### config.mk
export PLATFORM = sky130hd
export DESIGN_NAME = bsi_sampler
export DESIGN_NICKNAME = d
export VERILOG_FILES = /design/src/hdl/bsi_pkg.sv /design/src/hdl/bsi_sampler.sv
export SDC_FILE = /design/constraint.sdc
export NUM_CORES = 1
export LEC_CHECK = 0
export BUFFER_PORTS_ARGS = -buffer_cell sky130_fd_sc_hd__buf_2
export CORE_AREA = 2 2 169 171
export CTS_CLUSTER_SIZE = 30
export DETAILED_ROUTE_END_ITERATION = 10
export DIE_AREA = 0 0 171 173
export GPL_TIMING_DRIVEN = 0
export PLACE_DENSITY = 0.68
export SYNTH_ARGS = -nofsm -noshare
export SYNTH_HDL_FRONTEND = slang
export SYNTH_SLANG_ARGS = --single-unit
export TNS_END_PERCENT = 5
### constraint.sdc
create_clock -name ref_clk -period 6.43 [get_ports ref_clk]
set_input_delay 0.9645 -clock ref_clk [delete_from_list [all_inputs] [get_ports ref_clk]]
set_output_delay 0.9645 -clock ref_clk [all_outputs]
set_load 0.02 [all_outputs]
### src/hdl/bsi_pkg.sv
// constants, types and shared layouts of the bit-stream input sampler
// assumes a 100 MHz ref_clk and a sample clock that arrives as a plain pin
// What this block does
// - The sample clock may run at 2 to 32 MHz (64 and 128 MHz optional) and each of these must be handled; the 100 MHz ref_clk misses 64 and 128 MHz edges.
// - Operation stays normal while the sample clock drifts by up to 100 ppm.
// - The on-tick sample of each stream is taken with the second tick whatever the decimation.
// - After the on-tick sample one bit per stream is taken every 2^k sample-clock cycles.
// - The stream rate never exceeds the clock rate and every power-of-two rate from 2 Mbps up is offered.
// - The alternate tick may be asynchronous, so setting the counter from it may be off by one cycle.
// - One pulse on the alternate tick is enough to set the observe-time counter.
// - The auxiliary serial input is decoded as 8-bit characters at 115 kbaud, one stop bit, no parity.
// - Up to 2048 auxiliary bytes between two second ticks are received without loss.
// - A clock discontinuity needs a full module reset, counter included.
// - A monitor pulse at the second rate comes from the observe-time counter to show it is in step.
// - Once set, the observe-time counter is not reset again by the block itself.
// - Tick edges and stream transitions follow sample-clock falling edges, so bits are taken on rising edges.
// - Any subset of 0, 1, 2, 4, 8 or 16 of the 32 streams can be chosen as active.
package bsi_pkg;
    localparam int NUM_STREAMS = 32;
    localparam int REF_CLK_HZ = 100_000_000;
    localparam int AUX_BAUD = 115_000;
    localparam logic [9:0] AUX_BIT_CYCLES = 10'(REF_CLK_HZ / AUX_BAUD);
    localparam logic [9:0] AUX_HALF_CYCLES = 10'(REF_CLK_HZ / AUX_BAUD / 2);
    localparam logic [2:0] AUX_DATA_BITS = 3'h7; // last index of 8 bits
    localparam int MON_TIME_US = 10_000; // monitor stretch, about 10 ms
    localparam int MON_CYCLES = (REF_CLK_HZ / 1_000_000) * MON_TIME_US;
    localparam int BASE_CLOCK_HZ = 2_000_000; // lowest sample clock rate
    localparam logic [2:0] FREQ_SEL_MAX = 3'h6; // 2 MHz shl 6 = 128 MHz
    localparam logic [6:0] PHASE_RESET = 7'h00;
    localparam logic [31:0] SECONDS_RESET = 32'h00000000;
    localparam logic [31:0] CYCLE_RESET = 32'h00000000;

    typedef struct packed {
        logic [NUM_STREAMS-1:0] bits;
        logic valid;
        logic on_tick;
    } bsi_sample_s;

    typedef struct packed {
        logic [7:0] data;
        logic valid;
        logic frame_err;
    } bsi_aux_s;

    typedef enum logic [1:0] {
        AUX_IDLE,
        AUX_START,
        AUX_DATA,
        AUX_STOP
    } bsi_aux_e;
endpackage

### src/hdl/bsi_sampler.sv
// bit-stream input sampler: decimating capture, observe-time counter,
// monitor pulse and auxiliary serial receiver
// assumes every pin input is asynchronous to ref_clk and the control
// inputs come from logic on ref_clk
`timescale 1ns/1ns
`default_nettype none
module bsi_sampler
    import bsi_pkg::*;
#(
    parameter int BASE_CYCLES_PER_SEC = BASE_CLOCK_HZ,
    parameter int MON_PULSE_CYCLES = MON_CYCLES
) (
    input wire logic ref_clk,
    input wire logic rstn,
    input wire logic sample_clock,
    input wire logic second_tick,
    input wire logic alternate_second_tick,
    input wire logic [NUM_STREAMS-1:0] input_bit_stream,
    input wire logic aux_serial_in,
    input wire logic [2:0] freq_sel,
    input wire logic [2:0] rate_k,
    input wire logic [NUM_STREAMS-1:0] stream_active,
    input wire logic use_alt_tick,
    input wire logic set_cmd,
    input wire logic [31:0] set_seconds,
    input wire logic counter_reset,
    output bsi_sample_s on_tick_sample,
    output logic [31:0] observe_time_counter,
    output logic counter_locked,
    output logic counter_armed,
    output logic epoch_monitor_out,
    output bsi_aux_s aux_byte
);

    // two-stage synchronisers; stage 1 feeds only stage 2
    logic sclk_s1_ff, sclk_s2_ff, sclk_s3_ff;
    logic tick_s1_ff, tick_s2_ff;
    logic alt_s1_ff, alt_s2_ff, alt_s3_ff;
    logic aux_s1_ff, aux_s2_ff;
    logic [NUM_STREAMS-1:0] bs_s1_ff, bs_s2_ff;

    always_ff @(posedge ref_clk) begin
        if (!rstn) begin
            sclk_s1_ff <= 1'b0;
            sclk_s2_ff <= 1'b0;
            sclk_s3_ff <= 1'b0;
            tick_s1_ff <= 1'b0;
            tick_s2_ff <= 1'b0;
            alt_s1_ff <= 1'b0;
            alt_s2_ff <= 1'b0;
            alt_s3_ff <= 1'b0;
            aux_s1_ff <= 1'b1;
            aux_s2_ff <= 1'b1;
            bs_s1_ff <= '0;
            bs_s2_ff <= '0;
        end else begin
            sclk_s1_ff <= sample_clock;
            sclk_s2_ff <= sclk_s1_ff;
            sclk_s3_ff <= sclk_s2_ff;
            tick_s1_ff <= second_tick;
            tick_s2_ff <= tick_s1_ff;
            alt_s1_ff <= alternate_second_tick;
            alt_s2_ff <= alt_s1_ff;
            alt_s3_ff <= alt_s2_ff;
            aux_s1_ff <= aux_serial_in;
            aux_s2_ff <= aux_s1_ff;
            bs_s1_ff <= input_bit_stream;
            bs_s2_ff <= bs_s1_ff;
        end
    end

    // data and tick share the clock's sync delay, so a rising clock edge
    // here sees bits that settled at the previous falling edge
    logic sclk_rise;
    logic alt_rise;
    assign sclk_rise = sclk_s2_ff & ~sclk_s3_ff;
    assign alt_rise = alt_s2_ff & ~alt_s3_ff;

    // capture and decimation state
    logic tick_prev_ff, nxt_tick_prev;
    logic [6:0] phase_ff, nxt_phase;
    bsi_sample_s smp_ff, nxt_smp;
    logic [2:0] freq_eff, k_eff;
    logic [6:0] phase_mask;
    logic tick_rise;

    always_comb begin
        // rates below 2 Mbps are not offered: k is capped by the clock
        freq_eff = (freq_sel > FREQ_SEL_MAX) ? FREQ_SEL_MAX : freq_sel;
        k_eff = (rate_k > freq_eff) ? freq_eff : rate_k;
        phase_mask = 7'((8'h01 << k_eff) - 8'h01);
        tick_rise = sclk_rise & tick_s2_ff & ~tick_prev_ff;
        nxt_tick_prev = tick_prev_ff;
        nxt_phase = phase_ff;
        nxt_smp = smp_ff;
        nxt_smp.valid = 1'b0;
        nxt_smp.on_tick = 1'b0;
        if (sclk_rise) begin
            nxt_tick_prev = tick_s2_ff;
            if (tick_rise) begin
                // on-tick bit taken with the tick, phase restarted
                nxt_smp.bits = bs_s2_ff & stream_active;
                nxt_smp.valid = 1'b1;
                nxt_smp.on_tick = 1'b1;
                nxt_phase = 7'((PHASE_RESET + 7'h01) & phase_mask);
            end else begin
                if ((phase_ff & phase_mask) == PHASE_RESET) begin
                    nxt_smp.bits = bs_s2_ff & stream_active;
                    nxt_smp.valid = 1'b1;
                end
                nxt_phase = 7'((phase_ff + 7'h01) & phase_mask);
            end
        end
    end

    always_ff @(posedge ref_clk) begin
        if (!rstn) begin
            tick_prev_ff <= 1'b0;
            phase_ff <= PHASE_RESET;
            smp_ff <= '0;
        end else begin
            tick_prev_ff <= nxt_tick_prev;
            phase_ff <= nxt_phase;
            smp_ff <= nxt_smp;
        end
    end

    // observe-time counter: seconds plus a cycle count within the second;
    // only a module reset or counter_reset clears it, never a tick
    logic [31:0] seconds_ff, nxt_seconds;
    logic [31:0] cycle_ff, nxt_cycle;
    logic locked_ff, nxt_locked;
    logic armed_ff, nxt_armed;
    logic alt_pend_ff, nxt_alt_pend;
    logic sec_wrap_ff, nxt_sec_wrap;
    logic [31:0] cycles_per_sec;
    logic set_tick;

    always_comb begin
        // cycles per second follow the selected clock rate
        cycles_per_sec = 32'(BASE_CYCLES_PER_SEC) << freq_eff;
        // an async alt pulse waits for the next clock edge: +-1 cycle
        nxt_alt_pend = alt_pend_ff;
        if (sclk_rise) begin
            nxt_alt_pend = 1'b0;
        end
        if (alt_rise) begin
            nxt_alt_pend = 1'b1;
        end
        set_tick = use_alt_tick ? (sclk_rise & (alt_pend_ff | alt_rise))
                                : tick_rise;
        nxt_seconds = seconds_ff;
        nxt_cycle = cycle_ff;
        nxt_locked = locked_ff;
        nxt_armed = armed_ff;
        nxt_sec_wrap = 1'b0;
        if (locked_ff && sclk_rise) begin
            // counting cycles only; drift just shifts the second slightly
            if (cycle_ff >= cycles_per_sec - 32'h00000001) begin
                nxt_cycle = CYCLE_RESET;
                nxt_seconds = seconds_ff + 32'h00000001;
                nxt_sec_wrap = 1'b1;
            end else begin
                nxt_cycle = cycle_ff + 32'h00000001;
            end
        end
        if (armed_ff && set_tick) begin
            // the commanded second starts one clock before this tick; the tick is cycle 1
            nxt_seconds = set_seconds;
            nxt_cycle = CYCLE_RESET + 32'h00000001;
            nxt_locked = 1'b1;
            nxt_armed = 1'b0;
            nxt_sec_wrap = 1'b1;
        end
        if (set_cmd && !locked_ff) begin
            nxt_armed = 1'b1;
        end
        if (counter_reset) begin
            nxt_locked = 1'b0;
            nxt_armed = 1'b0;
            nxt_seconds = SECONDS_RESET;
            nxt_cycle = CYCLE_RESET;
        end
    end

    always_ff @(posedge ref_clk) begin
        if (!rstn) begin
            seconds_ff <= SECONDS_RESET;
            cycle_ff <= CYCLE_RESET;
            locked_ff <= 1'b0;
            armed_ff <= 1'b0;
            alt_pend_ff <= 1'b0;
            sec_wrap_ff <= 1'b0;
        end else begin
            seconds_ff <= nxt_seconds;
            cycle_ff <= nxt_cycle;
            locked_ff <= nxt_locked;
            armed_ff <= nxt_armed;
            alt_pend_ff <= nxt_alt_pend;
            sec_wrap_ff <= nxt_sec_wrap;
        end
    end

    // monitor pulse, stretched so a scope or LED can show it
    logic [31:0] mon_cnt_ff, nxt_mon_cnt;
    logic mon_ff, nxt_mon;

    always_comb begin
        nxt_mon_cnt = mon_cnt_ff;
        nxt_mon = mon_ff;
        if (sec_wrap_ff) begin
            nxt_mon_cnt = 32'(MON_PULSE_CYCLES) - 32'h00000001;
            nxt_mon = 1'b1;
        end else if (mon_cnt_ff != 32'h00000000) begin
            nxt_mon_cnt = mon_cnt_ff - 32'h00000001;
        end else begin
            nxt_mon = 1'b0;
        end
    end

    always_ff @(posedge ref_clk) begin
        if (!rstn) begin
            mon_cnt_ff <= 32'h00000000;
            mon_ff <= 1'b0;
        end else begin
            mon_cnt_ff <= nxt_mon_cnt;
            mon_ff <= nxt_mon;
        end
    end

    // auxiliary serial receiver, LSB first, sampled mid-bit; one byte
    // takes ~87 us, so 2048 bytes fit easily inside a second
    bsi_aux_e aux_st_ff, nxt_aux_st;
    logic [9:0] aux_cnt_ff, nxt_aux_cnt;
    logic [2:0] aux_idx_ff, nxt_aux_idx;
    logic [7:0] aux_sh_ff, nxt_aux_sh;
    bsi_aux_s aux_out_ff, nxt_aux_out;

    always_comb begin
        nxt_aux_st = aux_st_ff;
        nxt_aux_cnt = aux_cnt_ff;
        nxt_aux_idx = aux_idx_ff;
        nxt_aux_sh = aux_sh_ff;
        nxt_aux_out = aux_out_ff;
        nxt_aux_out.valid = 1'b0;
        if (aux_cnt_ff != 10'h000) begin
            nxt_aux_cnt = aux_cnt_ff - 10'h001;
        end
        unique case (aux_st_ff)
            AUX_IDLE: begin
                if (!aux_s2_ff) begin
                    nxt_aux_st = AUX_START;
                    nxt_aux_cnt = AUX_HALF_CYCLES;
                end
            end
            AUX_START: begin
                if (aux_cnt_ff == 10'h000) begin
                    // a start bit gone high by mid-bit was a glitch
                    nxt_aux_st = aux_s2_ff ? AUX_IDLE : AUX_DATA;
                    nxt_aux_cnt = AUX_BIT_CYCLES;
                    nxt_aux_idx = 3'h0;
                end
            end
            AUX_DATA: begin
                if (aux_cnt_ff == 10'h000) begin
                    nxt_aux_sh = {aux_s2_ff, aux_sh_ff[7:1]};
                    nxt_aux_cnt = AUX_BIT_CYCLES;
                    nxt_aux_idx = aux_idx_ff + 3'h1;
                    if (aux_idx_ff == AUX_DATA_BITS) begin
                        nxt_aux_st = AUX_STOP;
                    end
                end
            end
            AUX_STOP: begin
                if (aux_cnt_ff == 10'h000) begin
                    // one stop bit, no parity; back to idle at once
                    nxt_aux_out.data = aux_sh_ff;
                    nxt_aux_out.valid = 1'b1;
                    nxt_aux_out.frame_err = ~aux_s2_ff;
                    nxt_aux_st = AUX_IDLE;
                end
            end
        endcase
    end

    always_ff @(posedge ref_clk) begin
        if (!rstn) begin
            aux_st_ff <= AUX_IDLE;
            aux_cnt_ff <= 10'h000;
            aux_idx_ff <= 3'h0;
            aux_sh_ff <= 8'h00;
            aux_out_ff <= '0;
        end else begin
            aux_st_ff <= nxt_aux_st;
            aux_cnt_ff <= nxt_aux_cnt;
            aux_idx_ff <= nxt_aux_idx;
            aux_sh_ff <= nxt_aux_sh;
            aux_out_ff <= nxt_aux_out;
        end
    end

    assign on_tick_sample = smp_ff;
    assign observe_time_counter = seconds_ff;
    assign counter_locked = locked_ff;
    assign counter_armed = armed_ff;
    assign epoch_monitor_out = mon_ff;
    assign aux_byte = aux_out_ff;

endmodule // bsi_sampler
`default_nettype wire

==> results.md, run 1 <==
- A synthesized cell averages 8.67 sq um.
- The sequential share of the synthesized area is around 46%.
- The worst hold path belongs to the class reg2reg.
- The first TritonRoute pass finished after 5 iterations.
- Setup repair after global routing left no endpoint under its margin.
- CTS built an H-tree with a depth of 1.
- The critical path class is in2reg.
- Across the run, the number of max-cap violations was 0.
- Counting cells, the worst reg-to-reg path comes to 10.
- TritonCTS built the clock tree.
- The layout filler cell count is 2700.
- At the end of routability-driven placement, the weighted congestion stood at 0.921.
- Cells with a size suffix above 1 make up between 10% and 20% of the layout.
- STA puts the critical path data required time at 6.89 ns.
- Summed over all cells, the static leakage comes to 5.40 nW.
- The total number of nets in the final design is 1630.
- Buffers added to address setup during post-CTS repair amount to 0.
- The initial cell density of the core is 39.7%.
- After global routing the overflow that remains totals 0.
- The design draws 0.00449 W.
- The via count normalized by instance count is roughly 5.1.
- The actual slew at the worst max-slew pin is 0.843 ns.
- The number of setup violations in the final report is 0.
- STA classifies the critical path startpoint as an input port.
- The maximum operating frequency is 0.186 GHz.
- The post-placement worst setup slack is 0.588 ns.
- The final hold violation count came to 0.
- The clock buffer count from CTS is 28.
- The proportion of synthesized flip-flops having asynchronous set or reset is 0%.
- The most common cell in the netlist is dfxtp_1.
- The clock period could shrink to around 5.4 ns.
- The clock sink count is 250.
- The detailed-route wire length per cell is ~15 microns.
- In this run the standard cell core region covers 27600 sq um.
- In the post-synthesis netlist, the biggest area contributors are dfxtp_1, and2_1, ha_1.
- The net count after synthesis is 1413.
- CTS placed an instance of clkbuf_16 at the clock tree root.
- The largest fanout of any net on the critical path is 10.
- The netlist area before placement is 11000 sq um.
- After the first detailed-routing iteration, the DRC count stood at 406.
- The repair_antennas step left the layout with diodes totalling 0.
- Of the available clock period, the critical path in the final layout requires 83.4%.
- Synthesis instantiated 60 different standard cells from the library.
- The worst hold margin is 0.421 ns.
- The largest net degree at the start of global routing is 14.
- Relative to the synthesized area, the layout overhead comes to 21.8%.
- The number of synthesized register bits is 250.
- The number of hold buffers added after CTS was 0.
- After detailed routing, the total wire length is about 28000 microns.
- In this run the tightest slew margin relative to its limit is between 40% and 50%.
- Measured along the x axis, the die boundary spans 171 microns.
- The first global-routing pass estimated 45700 microns of wire.
- In the synthesized netlist the dominant register cell turns out to be dfxtp_1.
- The routed via count is 9637.
- The insertion delay to the later sink of the worst-skew pair is 0.54 ns.
- The library cell occupying the most area in the post-synthesis netlist is dfxtp_1.
- The worst-case clock buffer depth is 3.
- Dividing total power by cell area gives a power density of 336 nW/um^2.
- The number of global-route vias before repair came to roughly 9000.
- The detailed-placement wirelength estimate is 20500 microns.
- The cell count after synthesis came out at 1264.
- For this run, the number of Yosys warnings is 0.
- Post-CTS repair changed the size of 0 cells.
- Summed over its instances, the top area cell type makes up 45.7% of the synthesized netlist area.
- The die outline area is 29600 sq um.
- The sort of element at the end of the critical path is a flop.
- The final max-slew violation count was 0.
- From bottom edge to top edge, the die measures 173 microns.
- The combined global-route utilization of all metal layers is 18.5%.
- VDD sags by at most around 0.00026 V.
- The number of nets with antenna violations after detailed routing is 0.
- In the final timing run, aggregate negative setup slack is 0 ns.
- By count the netlist is led by dfxtp_1, nor2_1, nand2_1, a21oi_1, and2_1.
- The clock transition at the registers of the reported paths is roughly 0.06 ns.
- The critical path data arrival time is 5.83 ns.
- The final design utilization is 48.3%.
- The count of cells along the worst hold path is 1.
- The initial antenna violation count came to 0.
- The count of buffers added on input and output ports is 187.
- The post-detailed-route DRC marker count is 0.
- The count of standard-cell rows is just over 60.
- The clock arrives with ~0.0096 ns of skew.
- The number of enable-type register cells in the synthesized netlist is 0.
- The run finished with clean final reports.
- The worst path setup slack after routing is 1.07 ns.
- The boundary pin count is 190.
## layer usage
metal  vias to the layer above  wire length [microns]  global-route usage [%]
met3                        65                   1600                    3.85
met5                         -                      0                       0
met4                         0                    886                    6.50
met2                       238                  12500                    29.8
li1                       4862                      -                       -
met1                      4472                  12900                    24.5
## final timing paths
path,from,slack [ns],to
setup / recovery,freq_sel[1],1.07,on_tick_sample[15]
hold / removal,aux_s1_ff,0.42,aux_s2_ff
setup reg to reg,aux_cnt_ff[0],3.46,aux_sh_ff[2]
hold reg to reg,aux_s1_ff,0.42,aux_s2_ff
## cells in the final DEF, fill, tap and decap left out, drive strengths merged, types with 11 or more instances in the layout
master	instances
o21ai	61
nand2	98
inv	53
nor4	12
and3	22
nand2b	11
nor2	117
or4	14
or3	13
a21oi	83
o211ai	11
and2	82
o22ai	36
xor2	47
a31oi	15
ha	38
nand3	65
nor2b	12
clkbuf	87
nand4	16
nor3	20
dfxtp	250
xnor2	30
buf	198
## power by group
part	internal, W	switching (W)
clock network	0.00101	0.000649
logic	0.000439	0.000594
registers	0.00169	0.000115
total	0.00313	0.00136
## kinds of logic after synthesis
group / after synthesis / synth area share [%]
xor+xnor: 77 / 6.15
mux: 5 / 0.457
compound gates: 270 / 15.3
simple gates: 510 / 24.1
flops: 250 / 45.7
buf+inv: 113 / 3.97
other cells: 1 / 0.0342
fa+ha+maj: 38 / 4.34
## stage by stage
stage,std cells,cell area (sq um)
CTS,1881,13300
global route,1881,13300
global placement,1829,12400
finish,1881,13300
floorplan,1264,11000
detailed placement,1829,12400
## worst max-delay path, stage by stage
cell and delay [ns]:
buf_2 0.10, clkbuf_1 0.36, inv_1 0.16, ha_1 0.36
and3b_1 0.22, nor2_1 0.38, o311ai_2 0.28, or3_1 0.47
ha_1 0.20, clkbuf_1 0.20, and2_1 0.23, a41oi_1 0.17
nor2_1 0.06, a2111oi_0 0.65, a31oi_1 0.45, clkbuf_1 0.37
o22ai_1 0.20
## final cells by class
| class | instances | area [sq um] | share of cell area, % |
|---|---|---|---|
| multi-input combinational | 901 | 5520 | 41.4 |
| sequential | 250 | 5000 | 37.5 |
| timing repair buffer | 187 | 936 | 7.01 |
| clock buffer | 39 | 813 | 6.09 |
| tap | 378 | 473 | 3.54 |
| buffer | 59 | 233 | 1.74 |
| inverter | 54 | 203 | 1.52 |
| clock inverter | 13 | 163 | 1.22 |
## state kept, by name, indices dropped and copies added (netlist names), 3 cells and up, named ones only
| signal | count |
|---|---|
| bs_s1_ff | 32 |
| aux_byte | 10 |
| cycle_ff | 32 |
| on_tick_sample | 34 |
| bs_s2_ff | 32 |
| aux_sh_ff | 8 |
| observe_time_counter | 32 |
| phase_ff | 7 |
| mon_cnt_ff | 32 |
| aux_cnt_ff | 10 |
| aux_idx_ff | 3 |
(Power assumes the default switching activity.)
==> inputs of run 2 (changes only) <==
- clock period: 6.43 -> 4.95 ns (I/O delays scaled with it)
==> run 2 against run 1 <==
  * Core utilization about the same
  * Sequential share of layout area about the same
  * Flip-flop and latch count unchanged
  * Non-clock buffer count down 1
  * Critical endpoint unchanged
==> results.md, run 2 (synthesis results as in run 1) <==
- The flow ran to the end, and the final reports show no timing, DRC or antenna violations.
- The floorplan step defined a core boundary enclosing 27600 sq um.
- The final hold violation count was 0.
- The number of global-route vias before repair was slightly above 9000.
- The root cell of the clock tree is clkbuf_16.
- STA puts the critical path data required time at 5.41 ns.
- The post-placement worst setup slack is -0.670 ns.
- The congestion estimate from routability-driven global placement came to 0.921.
- The clock tree from TritonCTS is yes.
- The die outline area is around 30000 sq um.
- The clock sink count is 250.
- Counting I/O delays and the setup requirement, the final critical path takes 4.48 ns.
- After layout, the worst setup slack is ~0.47 ns.
- The sequential cells in the finished layout cover a total of 5000 sq um.
- The via count normalized by instance count is 5.13.
- The final worst-path cycle share is 90.5%.
- The critical path goes through buf_2 -> nand2_1 -> nand2_1 -> inv_1 -> ha_1 -> and3_1 -> clkbuf_1 -> nand2_1 -> o311ai_2 -> or3_1 -> ha_1 -> clkbuf_1 -> and2_1 -> a41oi_1 -> nor2_1 -> a2111oi_2 -> a31oi_2 -> clkbuf_1 -> o22ai_1.
- The library cells used most frequently in the layout, excluding fill and tap cells, are dfxtp_1, buf_2, nor2_1.
- The register with the most flip-flops in the layout has 34 of them.
- The leading cell type in the layout, fill and taps excluded is dfxtp_1.
- The final layout contains routed wiring with a total length of about 28000 microns.
- The routed via count is 9643.
- The vertical die dimension is 173 microns.
- The post-detailed-route DRC marker count is 0.
- The number of diodes is 0.
- The critical path data arrival time is 4.94 ns.
- Static timing analysis puts the maximum clock frequency at 0.223 GHz.
- The worst hold-check path type is in2reg.
- Buffers placed on the I/O ports in this run total 187.
- The final max-slew violation count is 0.
- In the global route stage, overall resource usage came out at roughly 19%.
- The remaining max-slew budget at the tightest pin is a little over two fifths.
- After clock tree synthesis, the clock-pin slew on the worst setup and hold paths is 0.06 ns.
- The starting DRC count in detailed routing is 436.
- In this run, placement finished with an instance count of approximately 1800.
- Clock latency on the worst-skew pair, taken at its later pin, is approximately 0.54 ns.
- The most used routing layer in global routing is met2.
- The count of standard-cell rows is 61.
- For the final database, setup skew stands at about 0.0096 ns.
- The worst setup path is captured at a flop.
- Power spread over the standard cell area amounts to 437 nW/um^2.
- The global-route wire length before repair is 45700 microns.
- The worst hold margin is 0.377 ns.
- No sink is reached through more buffers than the 3 on the longest clock path.
- In this run the worst path has a maximum fanout of 12.
- Setup repair after global routing left no endpoint under its margin.
- The area taken by multi-input logic gates is 5540 sq um.
- Across the VDD grid, the largest voltage drop is 0.000332 V.
- The initial cell density of the core is 39.7%.
- The met1 track utilization from global routing is 24.5%.
- The number of maximum-capacitance violations is 0.
- After the last flow step, the layout net total stands at between 1500 and 2000.
- Counting the fill cells in the layout gives 2699.
- The cell with the largest stage delay on the worst path is or3_1.
- The total overflow left after global routing is 0.
- The detailed-placement wirelength estimate is roughly 20000 microns.
- The final design utilization is 48.3%.
- For this run, the slowest stage of the critical path takes 0.46 ns.
- The standby leakage power is 5.40 nW.
- In the final routed layout, each cell accounts on average for 14.8 microns.
- The number of standard cells in the final layout excluding fillers is about 1900.
- The number of setup violations in the final report is 0.
- The clock buffer count from CTS is 28.
- The actual slew at the worst max-slew pin is 0.857 ns.
- The count of nets left with antenna violations once routing finished came out at 0.
- The initial antenna violation count is 0.
- For this run, global-route usage on met3 was measured as under 10%.
- The critical path class is in2reg.
- Compared with the post-synthesis result, the final layout area differs by 21.9%.
- The first detailed-routing pass took 5 iterations.
- The die is between 150 and 200 microns wide.
- In this run the number of H-tree levels came out at 1.
- STA classifies the critical path startpoint as an input port.
- The ratio of cells with drive above 1 in the final layout is 17.2%.
- The boundary pin count is 190.
- In the global route stage, met2 resource usage came out at 29.8%.
- The largest net degree at the start of global routing is 14.
-- run 2: through the flow --
step | instance area, sq um | setup TNS [ns] | power [W]
2_1_floorplan | 11000 | 0 | 0.00341
3_3_place_gp | 12400 | -15.27 | 0.00367
3_5_place_dp | 12400 | -20.37 | 0.00370
4_1_cts | 13400 | 0 | 0.00588
5_1_grt | 13400 | 0 | 0.00618
6_report | 13400 | 0 | 0.00583
-- run 2: area by class of cell --
type,count,area share (%)
flip-flops and latches,250,37.5
well taps,378,3.54
repair buffers,187,7.01
inverters,54,1.52
plain buffers,58,1.71
multi-input cells,901,41.4
clock buffers,39,6.09
clock inverters,13,1.22
-- run 2: layer usage --
layer | share of wire, % | vias to the layer above
met5 | 0 | -
met4 | 3.2 | 0
met3 | 5.7 | 64
met2 | 45 | 229
met1 | 46 | 4489
li1 | - | 4861
-- run 2: what timing repair did --
action                     CTS  global route
setup endpoints to repair   31            33
pin swaps                    0             0
setup buffers                0             0
hold buffers                 0             0
resized for setup            3             2
-- run 2: power breakdown --
| part | internal [W] | switching, W |
|---|---|---|
| registers | 0.00219 | 0.000150 |
| logic | 0.000571 | 0.000773 |
| clock network | 0.00131 | 0.000842 |
-- run 2: final timing paths --
kind | from | to | slack (ns) | cells past startpoint
hold / removal | aux_serial_in | aux_s1_ff | 0.38 | 2
setup / recovery | freq_sel[1] | on_tick_sample[15] | 0.47 | 19
hold reg to reg | aux_s1_ff | aux_s2_ff | 0.42 | 1
setup reg to reg | aux_cnt_ff[0] | aux_sh_ff[2] | 1.97 | 10
-- run 2: worst max-delay path: cells and delay by family --
family | cells | cell delay [ns]
adder cells (fa/ha/maj) | 2 | 0.48
AND/OR/NAND/NOR | 7 | 1.39
buffers and inverters | 5 | 0.99
AO/OA/AOI/OAI | 5 | 1.32
==> inputs of run 3 (changes only) <==
- SETUP_SLACK_MARGIN: unset -> 0.5
==> run 3 against run 2 <==
  * First-iteration DRC count decreased by 8.9%
  * Core utilization down 0.14 points
  * Routed wire length up 1.0%
  * Flip-flop and latch count did not move
  * Die area did not move
  * Combinational power barely moved
  * Highest routed layer is now met5
==> results.md, run 3 (synthesis results as in run 1) <==
- After clock tree synthesis, the clock-pin slew on the worst setup and hold paths is 0.06 ns.
- Wires add up to ~28000 microns.
- The tool flagged a number of max-cap violations equal to 0.
- The detailed router placed between 9000 and 10000 vias in this run.
- In this run the power density over the cells is 426 nW/um^2.
- The core region area is 27600 sq um.
- The register with the most flip-flops in the layout has 34 of them.
- Headroom to the max-slew limit came out at 32.7%.
- In the final design database the tool counted 1628 nets.
- The first detailed-routing pass ran for 5 iterations.
- In this run the vertical extent of the chip is 173 microns.
- The largest net degree at the start of global routing is 15.
- The startpoint identified for the worst hold timing path is aux_serial_in.
- The starting DRC count in detailed routing is 397.
- The terminating pin of the worst hold path is aux_s1_ff.
- The flow ran to the end, and the final reports show no timing, DRC or antenna violations.
- The detailed-placement wirelength estimate is slightly above 20000 microns.
- The tree is rooted in a clkbuf_16.
- The width of the die is 171 microns.
- TritonCTS built the clock tree.
- Setup repair after global routing left no endpoint under its margin.
- After global routing the overflow that remains totals 0.
- At the end of routability-driven placement, the weighted congestion stood at between 0.8 and 0.9.
- The number of buffers added to fix hold violations after cts is 0.
- The path class of the tightest hold or removal check is in2reg.
- The worst path in the final design needs a cycle of about 4.2 ns, including I/O delays and setup.
- The area growth from synthesis to layout is 21.5%.
- Adding up every negative setup slack in the final design gives 0 ns.
- The final max-slew violation count is 0.
- The first global-routing pass estimated 46500 microns of wire.
- The final hold violation count is 0.
- For the worst setup path, the data arrival time is around 4.7 ns.
- Global routing consumed, over all layers together, 18.8% of the routing resources.
- The critical path goes through buf_2 -> nand2_1 -> nand2_2 -> inv_1 -> ha_1 -> and3_1 -> clkbuf_1 -> nand2_1 -> o311ai_4 -> or3_4 -> ha_1 -> clkbuf_1 -> and2_1 -> a41oi_1 -> nor2_1 -> a2111oi_4 -> a311o_2 -> clkbuf_4 -> o22ai_1.
- The total power is 0.00567 W.
- The clock arrives with 0.0199 ns of skew.
- In this run the critical register-to-register path is launched from aux_cnt_ff[0].
- By startpoint and endpoint, the worst setup path is classified as in2reg.
- CTS saw 250 sinks.
- The initial antenna violation count is 3.
- The post-CTS setup-driven buffer insertion count is 0.
- The H-tree depth is 1.
- In the layout the commonest cells are dfxtp_1, buf_2, nor2_1.
- The worst setup path is launched from an input port.
- The critical path buffer and inverter count is 5.
- The via count normalized by instance count is 5.14.
- The number of clock buffers added by TritonCTS is 26.
- In this run the critical register-to-register path is captured at aux_sh_ff[4].
- The area taken by multi-input logic gates is 5580 sq um.
- Input and output buffers added on the ports amount to 187.
- The boundary pin count is 190.
- The floorplan has 61 rows.
- The maximum ir drop on the vdd rail is 0.000285 V.
- The post-detailed-route DRC marker count is 0.
- The final design utilization is 48.2%.
- The required time of the critical path is 5.35 ns.
- After layout, the worst path uses 85.8% of the clock period.
- Setup violations remaining at the end of the flow were counted as 0.
- The slack of the worst reg-to-reg path is between 1.5 and 2 ns.
- For this run, the top clock speed supported by timing is 0.236 GHz.
- The ratio of cells with drive above 1 in the final layout is roughly 18%.
- The cell with the largest stage delay on the worst path is or3_4.
- Dividing the detail-routed wire length by the instance count gives 15.0 microns.
- The kind of cell with the highest combined delay along the critical path is simple AND/OR/NAND/NOR gates.
- The number of global-route vias before repair was 9337.
- Once the floorplan was initialized, standard cells occupied 39.7% of the core.
- Counting the fill cells in the layout gives 2737.
- The clock reaches the later pin of the worst-skew pair after 0.54 ns.
- The sequential cells in the finished layout cover a total of 5000 sq um.
- The number of nets with antenna violations after detailed routing is 0.
- The die outline area is 29600 sq um.
- The worst path setup slack after routing is 0.704 ns.
- STA classifies the critical path endpoint as a flop.
- The stage delay of the slowest cell on the critical path is 0.42 ns.
- The actual slew at the worst max-slew pin is 1.01 ns.
- At the placement stage, the worst setup path has a slack of -0.446 ns.
- The leading cell type in the layout, fill and taps excluded is dfxtp_1.
- The number of cells on the worst reg-to-reg path is 10.
- The largest fanout of any net on the critical path is 10.
- Counting instances, the worst hold path has a depth of 2.
- The worst-case clock buffer depth is 3.
- For this design the static power due to leakage is 5.37 nW.
-- run 3: cell types whose count changed in the layout (fill, tap and decap cells not counted), moves of 2 or more --
cell       previous run  this run
clkbuf_1             52        45
clkinv_2              5         7
clkbuf_2              0         5
clkbuf_4              0         3
clkbuf_16            29        26
buf_2               196       193
-- run 3: cell type report --
cell class	count	area share [%]
sequential	250	37.6
antenna	1	0.0188
buffer	59	1.85
clock buffer	32	5.36
tap	378	3.55
timing repair buffer	187	7.03
inverter	54	1.52
clock inverter	16	1.19
multi-input combinational	901	41.9
-- run 3: power by group --
| group | internal, W | switching [W] |
|---|---|---|
| registers | 0.00219 | 0.000154 |
| clock network | 0.00114 | 0.000832 |
| logic | 0.000576 | 0.000777 |
-- run 3: worst max path at each step --
stage,start,to,slack [ns],depth (start not counted)
floorplan,freq_sel[1],on_tick_sample[32],0.52,16
global placement,freq_sel[1],on_tick_sample[15],-0.40,17
detailed placement,freq_sel[1],on_tick_sample[15],-0.45,17
CTS,freq_sel[1],on_tick_sample[25],0.60,17
global route,freq_sel[2],on_tick_sample[23],0.49,19
finish,freq_sel[2],on_tick_sample[25],0.70,19
-- run 3: what timing repair did --
action	CTS	global route
setup endpoints to repair	33	31
gates resized for setup	5	18
pin swaps	0	1
-- run 3: routing by layer --
| layer | track usage, % | wire length, microns | up-vias |
|---|---|---|---|
| met3 | 4.07 | 1690 | 55 |
| met2 | 30.6 | 12800 | 241 |
| li1 | - | - | 4858 |
| met4 | 5.72 | 686 | 4 |
| met5 | 0 | 25 | - |
| met1 | 24.8 | 12900 | 4486 |
-- run 3: metrics by stage --
step | hold WS, ns | area, sq um | std cells
finish | 0.391 | 13300 | 1878
global route | 0.368 | 13300 | 1878
CTS | 0.370 | 13300 | 1877
detailed placement | 0.392 | 12400 | 1829
global placement | 0.389 | 12400 | 1829
floorplan | 0.386 | 11000 | 1264
